### config.mk
export PLATFORM = sky130hd
export DESIGN_NAME = vqbx_engine
export DESIGN_NICKNAME = d
export VERILOG_FILES = /design/src/hw/vqbx_elem_mem.v /design/src/hw/vqbx_engine.v
export VERILOG_INCLUDE_DIRS = /design/src /design/src/include
export SDC_FILE = /design/constraint.sdc
export NUM_CORES = 2
export LEC_CHECK = 0
export ABC_CLOCK_PERIOD_IN_PS = 39900
export BUFFER_PORTS_ARGS = -buffer_cell sky130_fd_sc_hd__buf_4
export CELL_PAD_IN_SITES_DETAIL_PLACEMENT = 1
export CELL_PAD_IN_SITES_GLOBAL_PLACEMENT = 2
export CORE_UTILIZATION = 35
export DETAILED_ROUTE_END_ITERATION = 12
export PLACE_DENSITY = 0.59
export SLEW_MARGIN = 25
export SYNTH_ARGS = -nofsm -noshare
export SYNTH_HDL_FRONTEND = slang
export SYNTH_SLANG_ARGS = --single-unit
### constraint.sdc
create_clock -name sys_clk -period 39.9 [get_ports sys_clk]
set_clock_uncertainty 0.15 [all_clocks]
set_input_delay 5.985 -clock sys_clk [delete_from_list [all_inputs] [get_ports sys_clk]]
set_output_delay 5.985 -clock sys_clk [all_outputs]
set_load 0.01 [all_outputs]
### src/include/vqbx_defs.vh
// Offsets, field positions and reset values of the virtqueue exchange engine
`ifndef VQBX_DEFS_VH
`define VQBX_DEFS_VH

// ********************************
// Register offsets
// ********************************
`define VQBX_OFF_CTRL       8'h00
`define VQBX_OFF_STATUS     8'h04
`define VQBX_OFF_QSIZE      8'h08
`define VQBX_OFF_DESC_LO    8'h0c
`define VQBX_OFF_DESC_HI    8'h10
`define VQBX_OFF_AVAIL_LO   8'h14
`define VQBX_OFF_AVAIL_HI   8'h18
`define VQBX_OFF_USED_LO    8'h1c
`define VQBX_OFF_USED_HI    8'h20
`define VQBX_OFF_NOTIFY     8'h24
`define VQBX_OFF_INDEX      8'h28
`define VQBX_OFF_CHAIN      8'h2c
`define VQBX_OFF_ELEM_SEL   8'h30
`define VQBX_OFF_ELEM_ALO   8'h34
`define VQBX_OFF_ELEM_AHI   8'h38
`define VQBX_OFF_ELEM_LEN   8'h3c
`define VQBX_OFF_ELEM_FLG   8'h40
`define VQBX_OFF_DONE       8'h44

// ********************************
// Control and status bits
// ********************************
`define VQBX_CTRL_DRV_READY 0
`define VQBX_CTRL_SUPPRESS  1
`define VQBX_CTRL_CFG_CHG   2
`define VQBX_CTRL_NEED_RST  3
`define VQBX_CTRL_DEV_RST   4
`define VQBX_ST_LIVE        0
`define VQBX_ST_BUSY        1
`define VQBX_ST_NEED_RST    2
`define VQBX_ST_ERROR       3
`define VQBX_ST_CHAIN       4
`define VQBX_ST_QSIZE_OK    5

// ********************************
// Ring layout
// ********************************
`define VQBX_DESC_F_NEXT    0
`define VQBX_DESC_F_WRITE   1
`define VQBX_AVAIL_F_NO_INT 0
`define VQBX_DESC_SHIFT     4
`define VQBX_RING_OFF       64'h0000_0000_0000_0004
`define VQBX_QSIZE_MAX      16'h8000
`define VQBX_QSIZE_RST      16'h0100
`define VQBX_FLAGS_BE       4'h3

`endif

### src/hw/vqbx_elem_mem.v
// Small memory of fetched chain elements with registered read data
`default_nettype none

module vqbx_elem_mem #(
    parameter WIDTH = 112,
    parameter AW    = 4
) (
    input  wire             sys_clk,
    input  wire             wr_en,
    input  wire [AW-1:0]    wr_addr,
    input  wire [WIDTH-1:0] wr_data,
    input  wire [AW-1:0]    rd_addr,
    output reg  [WIDTH-1:0] rd_data_q
);

    reg [WIDTH-1:0] mem [0:(1<<AW)-1];

    // ********************************
    // Storage
    // ********************************
    always @(posedge sys_clk)
    begin
        if (wr_en)
        begin
            mem[wr_addr] <= wr_data;
        end
        rd_data_q <= mem[rd_addr];
    end

endmodule

`default_nettype wire

### src/hw/vqbx_engine.v
// Device-side virtqueue engine: ring polling, chain fetch and APB registers
// Operation
// - Queue size power of two, at most 32768
// - Ring index wraps modulo 65536
// - Slots beyond published index stay invisible
// - Device fetches chains after a notify, or polls index while suppressing
// - Device may suppress notifications via used flags
// - Interrupt after chain use, unless driver suppresses
// - Configuration change raises configuration interrupt
// - Needs-reset status also raises configuration interrupt
// - Driver-ready makes queue live; reset clears
// - Spurious notifications are harmless
`default_nettype none
`include "vqbx_defs.vh"

module vqbx_engine #(
    parameter ELEM_AW = 4
) (
    input  wire        sys_clk,
    input  wire        rst,
    input  wire [7:0]  paddr,
    input  wire        psel,
    input  wire        penable,
    input  wire        pwrite,
    input  wire [31:0] pwdata,
    output reg  [31:0] prdata,
    output reg         pready,
    output reg         pslverr,
    output reg         mem_req,
    output reg         mem_we,
    output reg  [63:0] mem_addr,
    output reg  [3:0]  mem_be,
    output reg  [31:0] mem_wdata,
    input  wire        mem_ack,
    input  wire [31:0] mem_rdata,
    output reg         used_irq,
    output reg         config_irq,
    output reg         queue_live
);

    // ********************************
    // States
    // ********************************
    localparam ST_IDLE  = 3'd0;
    localparam ST_IDX   = 3'd1;
    localparam ST_SLOT  = 3'd2;
    localparam ST_DESC  = 3'd3;
    localparam ST_HOLD  = 3'd4;
    localparam ST_FLAGS = 3'd5;

    reg  [2:0]         st_q;
    reg  [1:0]         w_q;
    reg                supp_q;
    reg                supp_pub_q;
    reg  [15:0]        qsize_q;
    reg  [63:0]        desc_base_q;
    reg  [63:0]        avail_base_q;
    reg  [63:0]        used_base_q;
    reg                notify_q;
    reg                nreset_q;
    reg                err_q;
    reg                drst_q;
    reg  [15:0]        last_q;
    reg  [15:0]        pub_q;
    reg                noint_q;
    reg  [15:0]        head_q;
    reg  [15:0]        cur_q;
    reg  [ELEM_AW:0]   cnt_q;
    reg                chain_q;
    reg  [63:0]        e_addr_q;
    reg  [31:0]        e_len_q;
    reg  [ELEM_AW-1:0] sel_q;

    wire               acc       = psel & penable & pready;
    wire               wr        = acc & pwrite;
    wire               ctrl_wr   = wr & (paddr == `VQBX_OFF_CTRL);
    wire               notify_wr = wr & (paddr == `VQBX_OFF_NOTIFY);
    wire               done_wr   = wr & (paddr == `VQBX_OFF_DONE) & chain_q;
    wire [15:0]        qmask     = qsize_q - 16'h0001;
    wire               qsize_ok  = (qsize_q != 16'h0000) && ((qsize_q & qmask) == 16'h0000)
                                   && (qsize_q <= `VQBX_QSIZE_MAX);
    wire [15:0]        pending   = pub_q - last_q;
    wire [15:0]        slot      = last_q & qmask;
    wire [63:0]        slot_addr = avail_base_q + `VQBX_RING_OFF
                                   + {47'h0, slot, 1'b0};
    wire [63:0]        desc_next = desc_base_q
                                   + {44'h0, mem_rdata[31:16] & qmask, 4'h0};
    wire [15:0]        slot_val  = slot_addr[1] ? mem_rdata[31:16] : mem_rdata[15:0];
    wire               elem_we   = (st_q == ST_DESC) && mem_ack && (w_q == 2'd3);
    wire [111:0]       elem_wd   = {mem_rdata[15:0], e_len_q, e_addr_q};
    wire [111:0]       elem_rd;
    wire               cfg_evt;
    wire               nr_set;
    wire               loop_err;
    reg  [31:0]        rd_mux;
    reg                rd_hit;

    assign nr_set   = (ctrl_wr & pwdata[`VQBX_CTRL_NEED_RST]) | loop_err;
    assign cfg_evt  = (ctrl_wr & pwdata[`VQBX_CTRL_CFG_CHG])
                      | (nr_set & ~nreset_q);
    assign loop_err = elem_we & mem_rdata[`VQBX_DESC_F_NEXT]
                      & (cnt_q == {1'b0, {ELEM_AW{1'b1}}});

    vqbx_elem_mem #(
        .WIDTH (112),
        .AW    (ELEM_AW)
    ) u_elem (
        .sys_clk   (sys_clk),
        .wr_en     (elem_we),
        .wr_addr   (cnt_q[ELEM_AW-1:0]),
        .wr_data   (elem_wd),
        .rd_addr   (sel_q),
        .rd_data_q (elem_rd)
    );

    // ********************************
    // Register read mux
    // ********************************
    always @*
    begin
        rd_mux = 32'h0000_0000;
        rd_hit = 1'b1;
        case (paddr)
            `VQBX_OFF_CTRL:     rd_mux = {30'h0, supp_q, queue_live};
            `VQBX_OFF_STATUS:   rd_mux = {26'h0, qsize_ok, chain_q, err_q, nreset_q,
                                          (st_q != ST_IDLE), queue_live};
            `VQBX_OFF_QSIZE:    rd_mux = {16'h0, qsize_q};
            `VQBX_OFF_DESC_LO:  rd_mux = desc_base_q[31:0];
            `VQBX_OFF_DESC_HI:  rd_mux = desc_base_q[63:32];
            `VQBX_OFF_AVAIL_LO: rd_mux = avail_base_q[31:0];
            `VQBX_OFF_AVAIL_HI: rd_mux = avail_base_q[63:32];
            `VQBX_OFF_USED_LO:  rd_mux = used_base_q[31:0];
            `VQBX_OFF_USED_HI:  rd_mux = used_base_q[63:32];
            `VQBX_OFF_NOTIFY:   rd_mux = 32'h0000_0000;
            `VQBX_OFF_INDEX:    rd_mux = {pub_q, last_q};
            `VQBX_OFF_CHAIN:    rd_mux = {{(15-ELEM_AW){1'b0}}, cnt_q, head_q};
            `VQBX_OFF_ELEM_SEL: rd_mux = {{(32-ELEM_AW){1'b0}}, sel_q};
            `VQBX_OFF_ELEM_ALO: rd_mux = elem_rd[31:0];
            `VQBX_OFF_ELEM_AHI: rd_mux = elem_rd[63:32];
            `VQBX_OFF_ELEM_LEN: rd_mux = elem_rd[95:64];
            `VQBX_OFF_ELEM_FLG: rd_mux = {16'h0, elem_rd[111:96]};
            `VQBX_OFF_DONE:     rd_mux = 32'h0000_0000;
            default:            rd_hit = 1'b0;
        endcase
    end

    // ********************************
    // APB slave and configuration
    // ********************************
    always @(posedge sys_clk or posedge rst)
    begin
        if (rst)
        begin
            prdata       <= 32'h0000_0000;
            pready       <= 1'b0;
            pslverr      <= 1'b0;
            supp_q       <= 1'b0;
            qsize_q      <= `VQBX_QSIZE_RST;
            desc_base_q  <= 64'h0;
            avail_base_q <= 64'h0;
            used_base_q  <= 64'h0;
            sel_q        <= {ELEM_AW{1'b0}};
            config_irq   <= 1'b0;
        end
        else
        begin
            pready     <= psel & penable & ~pready;
            pslverr    <= psel & penable & ~pready & ~rd_hit;
            prdata     <= (psel & penable & ~pready & ~pwrite) ? rd_mux : 32'h0000_0000;
            config_irq <= cfg_evt;
            if (ctrl_wr)
            begin
                supp_q <= pwdata[`VQBX_CTRL_SUPPRESS];
            end
            if (wr)
            begin
                case (paddr)
                    `VQBX_OFF_QSIZE:    qsize_q            <= pwdata[15:0];
                    `VQBX_OFF_DESC_LO:  desc_base_q[31:0]  <= pwdata;
                    `VQBX_OFF_DESC_HI:  desc_base_q[63:32] <= pwdata;
                    `VQBX_OFF_AVAIL_LO: avail_base_q[31:0] <= pwdata;
                    `VQBX_OFF_AVAIL_HI: avail_base_q[63:32] <= pwdata;
                    `VQBX_OFF_USED_LO:  used_base_q[31:0]  <= pwdata;
                    `VQBX_OFF_USED_HI:  used_base_q[63:32] <= pwdata;
                    `VQBX_OFF_ELEM_SEL: sel_q              <= pwdata[ELEM_AW-1:0];
                    default:            sel_q              <= sel_q;
                endcase
            end
        end
    end

    // ********************************
    // Ring engine
    // ********************************
    always @(posedge sys_clk or posedge rst)
    begin
        if (rst)
        begin
            st_q       <= ST_IDLE;
            w_q        <= 2'd0;
            queue_live <= 1'b0;
            supp_pub_q <= 1'b0;
            notify_q   <= 1'b0;
            nreset_q   <= 1'b0;
            err_q      <= 1'b0;
            drst_q     <= 1'b0;
            last_q     <= 16'h0;
            pub_q      <= 16'h0;
            noint_q    <= 1'b0;
            head_q     <= 16'h0;
            cur_q      <= 16'h0;
            cnt_q      <= {(ELEM_AW+1){1'b0}};
            chain_q    <= 1'b0;
            e_addr_q   <= 64'h0;
            e_len_q    <= 32'h0;
            mem_req    <= 1'b0;
            mem_we     <= 1'b0;
            mem_addr   <= 64'h0;
            mem_be     <= 4'h0;
            mem_wdata  <= 32'h0;
            used_irq   <= 1'b0;
        end
        else
        begin
            used_irq <= 1'b0;
            if (ctrl_wr & pwdata[`VQBX_CTRL_DRV_READY] & ~drst_q)
            begin
                queue_live <= 1'b1;
            end
            if (ctrl_wr & pwdata[`VQBX_CTRL_DEV_RST])
            begin
                drst_q <= 1'b1;
            end
            if (nr_set)
            begin
                nreset_q <= 1'b1;
            end
            if (notify_wr)
            begin
                notify_q <= 1'b1;
            end
            if (done_wr)
            begin
                chain_q  <= 1'b0;
                used_irq <= ~noint_q;
            end
            case (st_q)
                ST_IDLE:
                begin
                    if (drst_q)
                    begin
                        queue_live <= 1'b0;
                        drst_q     <= 1'b0;
                        notify_q   <= notify_wr;
                        nreset_q   <= nr_set;
                        err_q      <= 1'b0;
                        last_q     <= 16'h0;
                        pub_q      <= 16'h0;
                        chain_q    <= 1'b0;
                        supp_pub_q <= 1'b0;
                    end
                    else if (queue_live && (supp_q != supp_pub_q))
                    begin
                        st_q      <= ST_FLAGS;
                        mem_req   <= 1'b1;
                        mem_we    <= 1'b1;
                        mem_be    <= `VQBX_FLAGS_BE;
                        mem_addr  <= used_base_q;
                        mem_wdata <= {31'h0, supp_q};
                    end
                    else if (queue_live && qsize_ok && !err_q && !chain_q
                             && (notify_q || supp_q || (pending != 16'h0)))
                    begin
                        st_q     <= ST_IDX;
                        notify_q <= notify_wr;
                        mem_req  <= 1'b1;
                        mem_we   <= 1'b0;
                        mem_be   <= 4'hf;
                        mem_addr <= avail_base_q;
                    end
                end
                ST_FLAGS:
                begin
                    if (mem_ack)
                    begin
                        mem_req    <= 1'b0;
                        mem_we     <= 1'b0;
                        supp_pub_q <= mem_wdata[0];
                        st_q       <= ST_IDLE;
                    end
                end
                ST_IDX:
                begin
                    if (mem_ack)
                    begin
                        pub_q   <= mem_rdata[31:16];
                        noint_q <= mem_rdata[`VQBX_AVAIL_F_NO_INT];
                        if (mem_rdata[31:16] != last_q)
                        begin
                            st_q     <= ST_SLOT;
                            mem_addr <= {slot_addr[63:2], 2'b00};
                        end
                        else
                        begin
                            mem_req <= 1'b0;
                            st_q    <= ST_IDLE;
                        end
                    end
                end
                ST_SLOT:
                begin
                    if (mem_ack)
                    begin
                        head_q   <= slot_val;
                        cur_q    <= slot_val & qmask;
                        cnt_q    <= {(ELEM_AW+1){1'b0}};
                        w_q      <= 2'd0;
                        mem_addr <= desc_base_q + {44'h0, slot_val & qmask, 4'h0};
                        st_q     <= ST_DESC;
                    end
                end
                ST_DESC:
                begin
                    if (mem_ack)
                    begin
                        w_q <= w_q + 2'd1;
                        case (w_q)
                            2'd0:    e_addr_q[31:0]  <= mem_rdata;
                            2'd1:    e_addr_q[63:32] <= mem_rdata;
                            2'd2:    e_len_q         <= mem_rdata;
                            default: e_len_q         <= e_len_q;
                        endcase
                        if (w_q != 2'd3)
                        begin
                            mem_addr <= mem_addr + 64'h4;
                        end
                        else if (loop_err)
                        begin
                            err_q   <= 1'b1;
                            mem_req <= 1'b0;
                            st_q    <= ST_IDLE;
                        end
                        else if (mem_rdata[`VQBX_DESC_F_NEXT])
                        begin
                            cnt_q    <= cnt_q + 1'b1;
                            cur_q    <= mem_rdata[31:16] & qmask;
                            mem_addr <= desc_next;
                        end
                        else
                        begin
                            cnt_q   <= cnt_q + 1'b1;
                            last_q  <= last_q + 16'h1;
                            chain_q <= 1'b1;
                            mem_req <= 1'b0;
                            st_q    <= ST_HOLD;
                        end
                    end
                end
                ST_HOLD:
                begin
                    st_q <= ST_IDLE;
                end
                default:
                begin
                    st_q <= ST_IDLE;
                end
            endcase
        end
    end

endmodule

`default_nettype wire

==> results.json <==
{
  "p_clk_frac": 0.399,
  "initial_core_util": 0.353,
  "timing.slew.headroom": 0.0419,
  "wl_per_cell_um": 36.6,
  "dpl.hpwl_um": 234000,
  "slowest_stage": "a311oi_1",
  "antenna_found_initial": 27,
  "cp-end-kind": "flip-flop",
  "rsz0062_at_grt": "no",
  "hp-class": "flip-flop to flip-flop",
  "grt_pass1_vias": 60100,
  "avgSynthCellArea_sq_um": 17.3,
  "synthCells": 5763,
  "postPlaceCellArea_sq_um": 106000,
  "cp_cell_sequence": "buf_4 -> nor2b_1 -> ha_1 -> fa_1 -> a21o_1 -> a311oi_1 -> nor3_1 -> o41ai_4 -> buf_4 -> a2bb2oi_1 -> nor2_1 -> o21ai_0 -> o221ai_1 -> a21oi_1 -> o21ai_0",
  "synth_sequential_area_ratio": 0.682,
  "layout-drive-gt1-share": 0.269,
  "crit_start": "mem_rdata[16]",
  "yosys_register_bits": 2384,
  "tns_ns": 0,
  "synth_area_sq_um": 99700,
  "pre_cts_slack_ns": 29.87,
  "grt_max_degree": 96,
  "ioPinCount": 217,
  "cts.reportedPaths.clkPinSlew_ns": 0.06,
  "outcome": "finished clean",
  "maxCapViolCount": 0,
  "slew_violations": 0,
  "gp_congestion": 0.914,
  "drtIter0Drc": 5876,
  "io_buffers": 185,
  "arrival_ns": 9.62,
  "cts_resized": 0,
  "cts_tree": "built",
  "worstPathMaxFanout": 19,
  "cts_sinks": 2384,
  "setup-violations-final": 0,
  "vias": 58500,
  "routed_wl_um": 367000,
  "setup_ws_ns": 30.83,
  "ys.flop_type": "edfxtp_1",
  "reg2reg_from": "qsize_q[0]",
  "final_area_sq_um": 115000,
  "crit_required_ns": 40.45,
  "async_reset_ff_frac": 0.201,
  "cts_hold_buf": 0,
  "period_needed_ns": 9.07,
  "yosysWarnings": 0,
  "die_w_um": 536,
  "clockBufferDepth": 4,
  "fin_crit_sh": 0.227,
  "cts_buffers": 271,
  "core_area_sq_um": 283000,
  "intPower_uw": 4570,
  "p_sw_frac": 0.267,
  "max-vdd-ir-drop_uv": 33.8,
  "synth-edff-count": 1792,
  "htreeDepth": 5,
  "insertion_delay_ns": 0.87,
  "fmax_ghz": 0.110,
  "ant_nets": 0,
  "power-per-cell-area_nw_per_um2": 54.3,
  "final_nets": 6237,
  "area_delta_synth_final_pct": 15.1,
  "drc": 0,
  "die_h_um": 536,
  "leakage_uw": 0.0405,
  "cts_root_buf": "clkbuf_16",
  "pwr-share-comb": 0.092,
  "cts_setup_buffers": 0,
  "grt_usage": 0.254,
  "criticalPathCategory": "primary input to flip-flop",
  "start_kind": "primary input",
  "p_switching_uw": 1660,
  "ys_types": 88,
  "num_rows": 195,
  "critPathMaxStageDelay_ns": 0.45,
  "grt_remaining_overflow": 0,
  "first_pass_iters": 6,
  "seq_power_share": 0.509,
  "hp-start": "noint_q",
  "viasPerCell": 5.83,
  "dieArea_sq_um": 287000,
  "worst_pin_slew_ns": 1.43,
  "finalHoldViolations": 0,
  "grt_pass1_wl_um": 506000
}
[power groups by stage]
stage | Sequential, uW | Clock (uW) | Combinational (uW)
2_1_floorplan | 3090 | 0 | 345
3_3_place_gp | 3200 | 0 | 558
3_5_place_dp | 3220 | 0 | 563
4_1_cts | 3170 | 2540 | 567
5_1_grt | 3200 | 2630 | 615
6_report | 3170 | 2480 | 576
[final timing paths]
kind                                      to  slack (ns)  cells past startpoint
worst max-delay path            mem_addr[36]       30.83                     15
worst min-delay path                used_irq        0.30                      1
worst max register to register  mem_addr[17]       33.59                     17
worst min register to register      used_irq        0.30                      1
max in group asynchronous           sel_q[1]       31.28                      5
min in group asynchronous         prdata[28]        5.09                      2
[state kept, by name (all words and copies together), names as in the netlist, 32 cells and up]
name / cells
e_addr_q: 64
prdata: 32
e_len_q: 32
u_elem.rd_data_q: 112
mem_addr: 64
desc_base_q: 64
used_base_q: 64
avail_base_q: 64
u_elem.mem: 1792
[layout make-up]
cell class	count	area (sq um)
inverter	66	255
clock buffer	364	7490
sequential	2384	68100
tap	3743	4680
multi-input combinational	2983	30400
timing repair buffer	344	2650
antenna	13	32.5
fill	27300	168000
clock inverter	123	1230
[metrics by stage]
stage / utilization / instances / power (uW) / hold slack (ns)
floorplan: - / 5793 / 3440 / 0.255
global placement: 0.375 / 9517 / 3760 / 0.298
detailed placement: 0.375 / 9520 / 3790 / 0.293
CTS: 0.406 / 10000 / 6280 / 0.307
global route: 0.406 / 10000 / 6440 / 0.328
finish: 0.406 / 10000 / 6230 / 0.301
[cells in the final DEF (no fill, tap or decap), types with 49 or more instances in the layout]
cell          n
a21oi_1     181
a221oi_1     66
a22oi_1      61
and3_1       50
buf_4       336
clkbuf_1     63
clkbuf_16   276
dfrtp_1     475
dfxtp_1     112
edfxtp_1   1792
ha_1        105
inv_1        65
mux2_2      314
mux2i_1      56
mux4_2      560
nand2_1     234
nand3_1     101
nand4_1      53
nor2_1      205
o21ai_0     112
o22ai_1      49
xnor2_1     107
xor2_1      115
[routing by layer]
| metal | share of wire | vias up | track usage |
|---|---|---|---|
| li1 | - | 23700 | - |
| met1 | 0.45 | 32300 | 0.365 |
| met2 | 0.46 | 1990 | 0.401 |
| met3 | 0.057 | 434 | 0.0354 |
| met4 | 0.031 | 2 | 0.0769 |
| met5 | 0.000035 | - | 0 |
[cells by family after synthesis]
group / after synthesis / synth area share
flops: 2384 / 0.682
mux: 932 / 0.168
simple gates: 906 / 0.0443
compound gates: 783 / 0.0543
buf+inv: 426 / 0.0178
xor+xnor: 222 / 0.0195
fa+ha+maj: 109 / 0.0139
other cells: 1 / 0.0000376
[critical path, delay by kind of cell]
| family | cells | cell delay (ns) |
|---|---|---|
| and+or+nand+nor | 3 | 0.46 |
| buffers and inverters | 2 | 0.55 |
| adders and majority gates | 2 | 0.65 |
| AOI/OAI and AO/OA | 8 | 1.92 |
[Yosys cell counts, types with 30 or more instances]
library cell | count | area share
a222oi_1 | 43 | 0.0043
mux4_2 | 560 | 0.13
ha_1 | 106 | 0.013
nor2b_1 | 32 | 0.0020
o22ai_1 | 49 | 0.0031
a22oi_1 | 61 | 0.0046
buf_4 | 35 | 0.0026
nor3_1 | 47 | 0.0024
buf_1 | 86 | 0.0032
clkbuf_1 | 221 | 0.0083
dfxtp_1 | 112 | 0.022
mux2_2 | 314 | 0.035
a21o_1 | 33 | 0.0025
edfxtp_1 | 1792 | 0.54
a211oi_1 | 30 | 0.0023
a31oi_1 | 42 | 0.0026
nand2_1 | 240 | 0.0090
nor2_1 | 236 | 0.0089
dfrtp_1 | 479 | 0.12
and3_1 | 50 | 0.0031
a221oi_1 | 66 | 0.0058
o21ai_0 | 114 | 0.0057
mux2i_1 | 56 | 0.0056
nand3_1 | 104 | 0.0052
inv_1 | 66 | 0.0025
a22o_1 | 47 | 0.0041
xnor2_1 | 107 | 0.0094
xor2_1 | 115 | 0.010
nand4_1 | 53 | 0.0033
a21oi_1 | 181 | 0.0091
(Power assumes the default switching activity.)
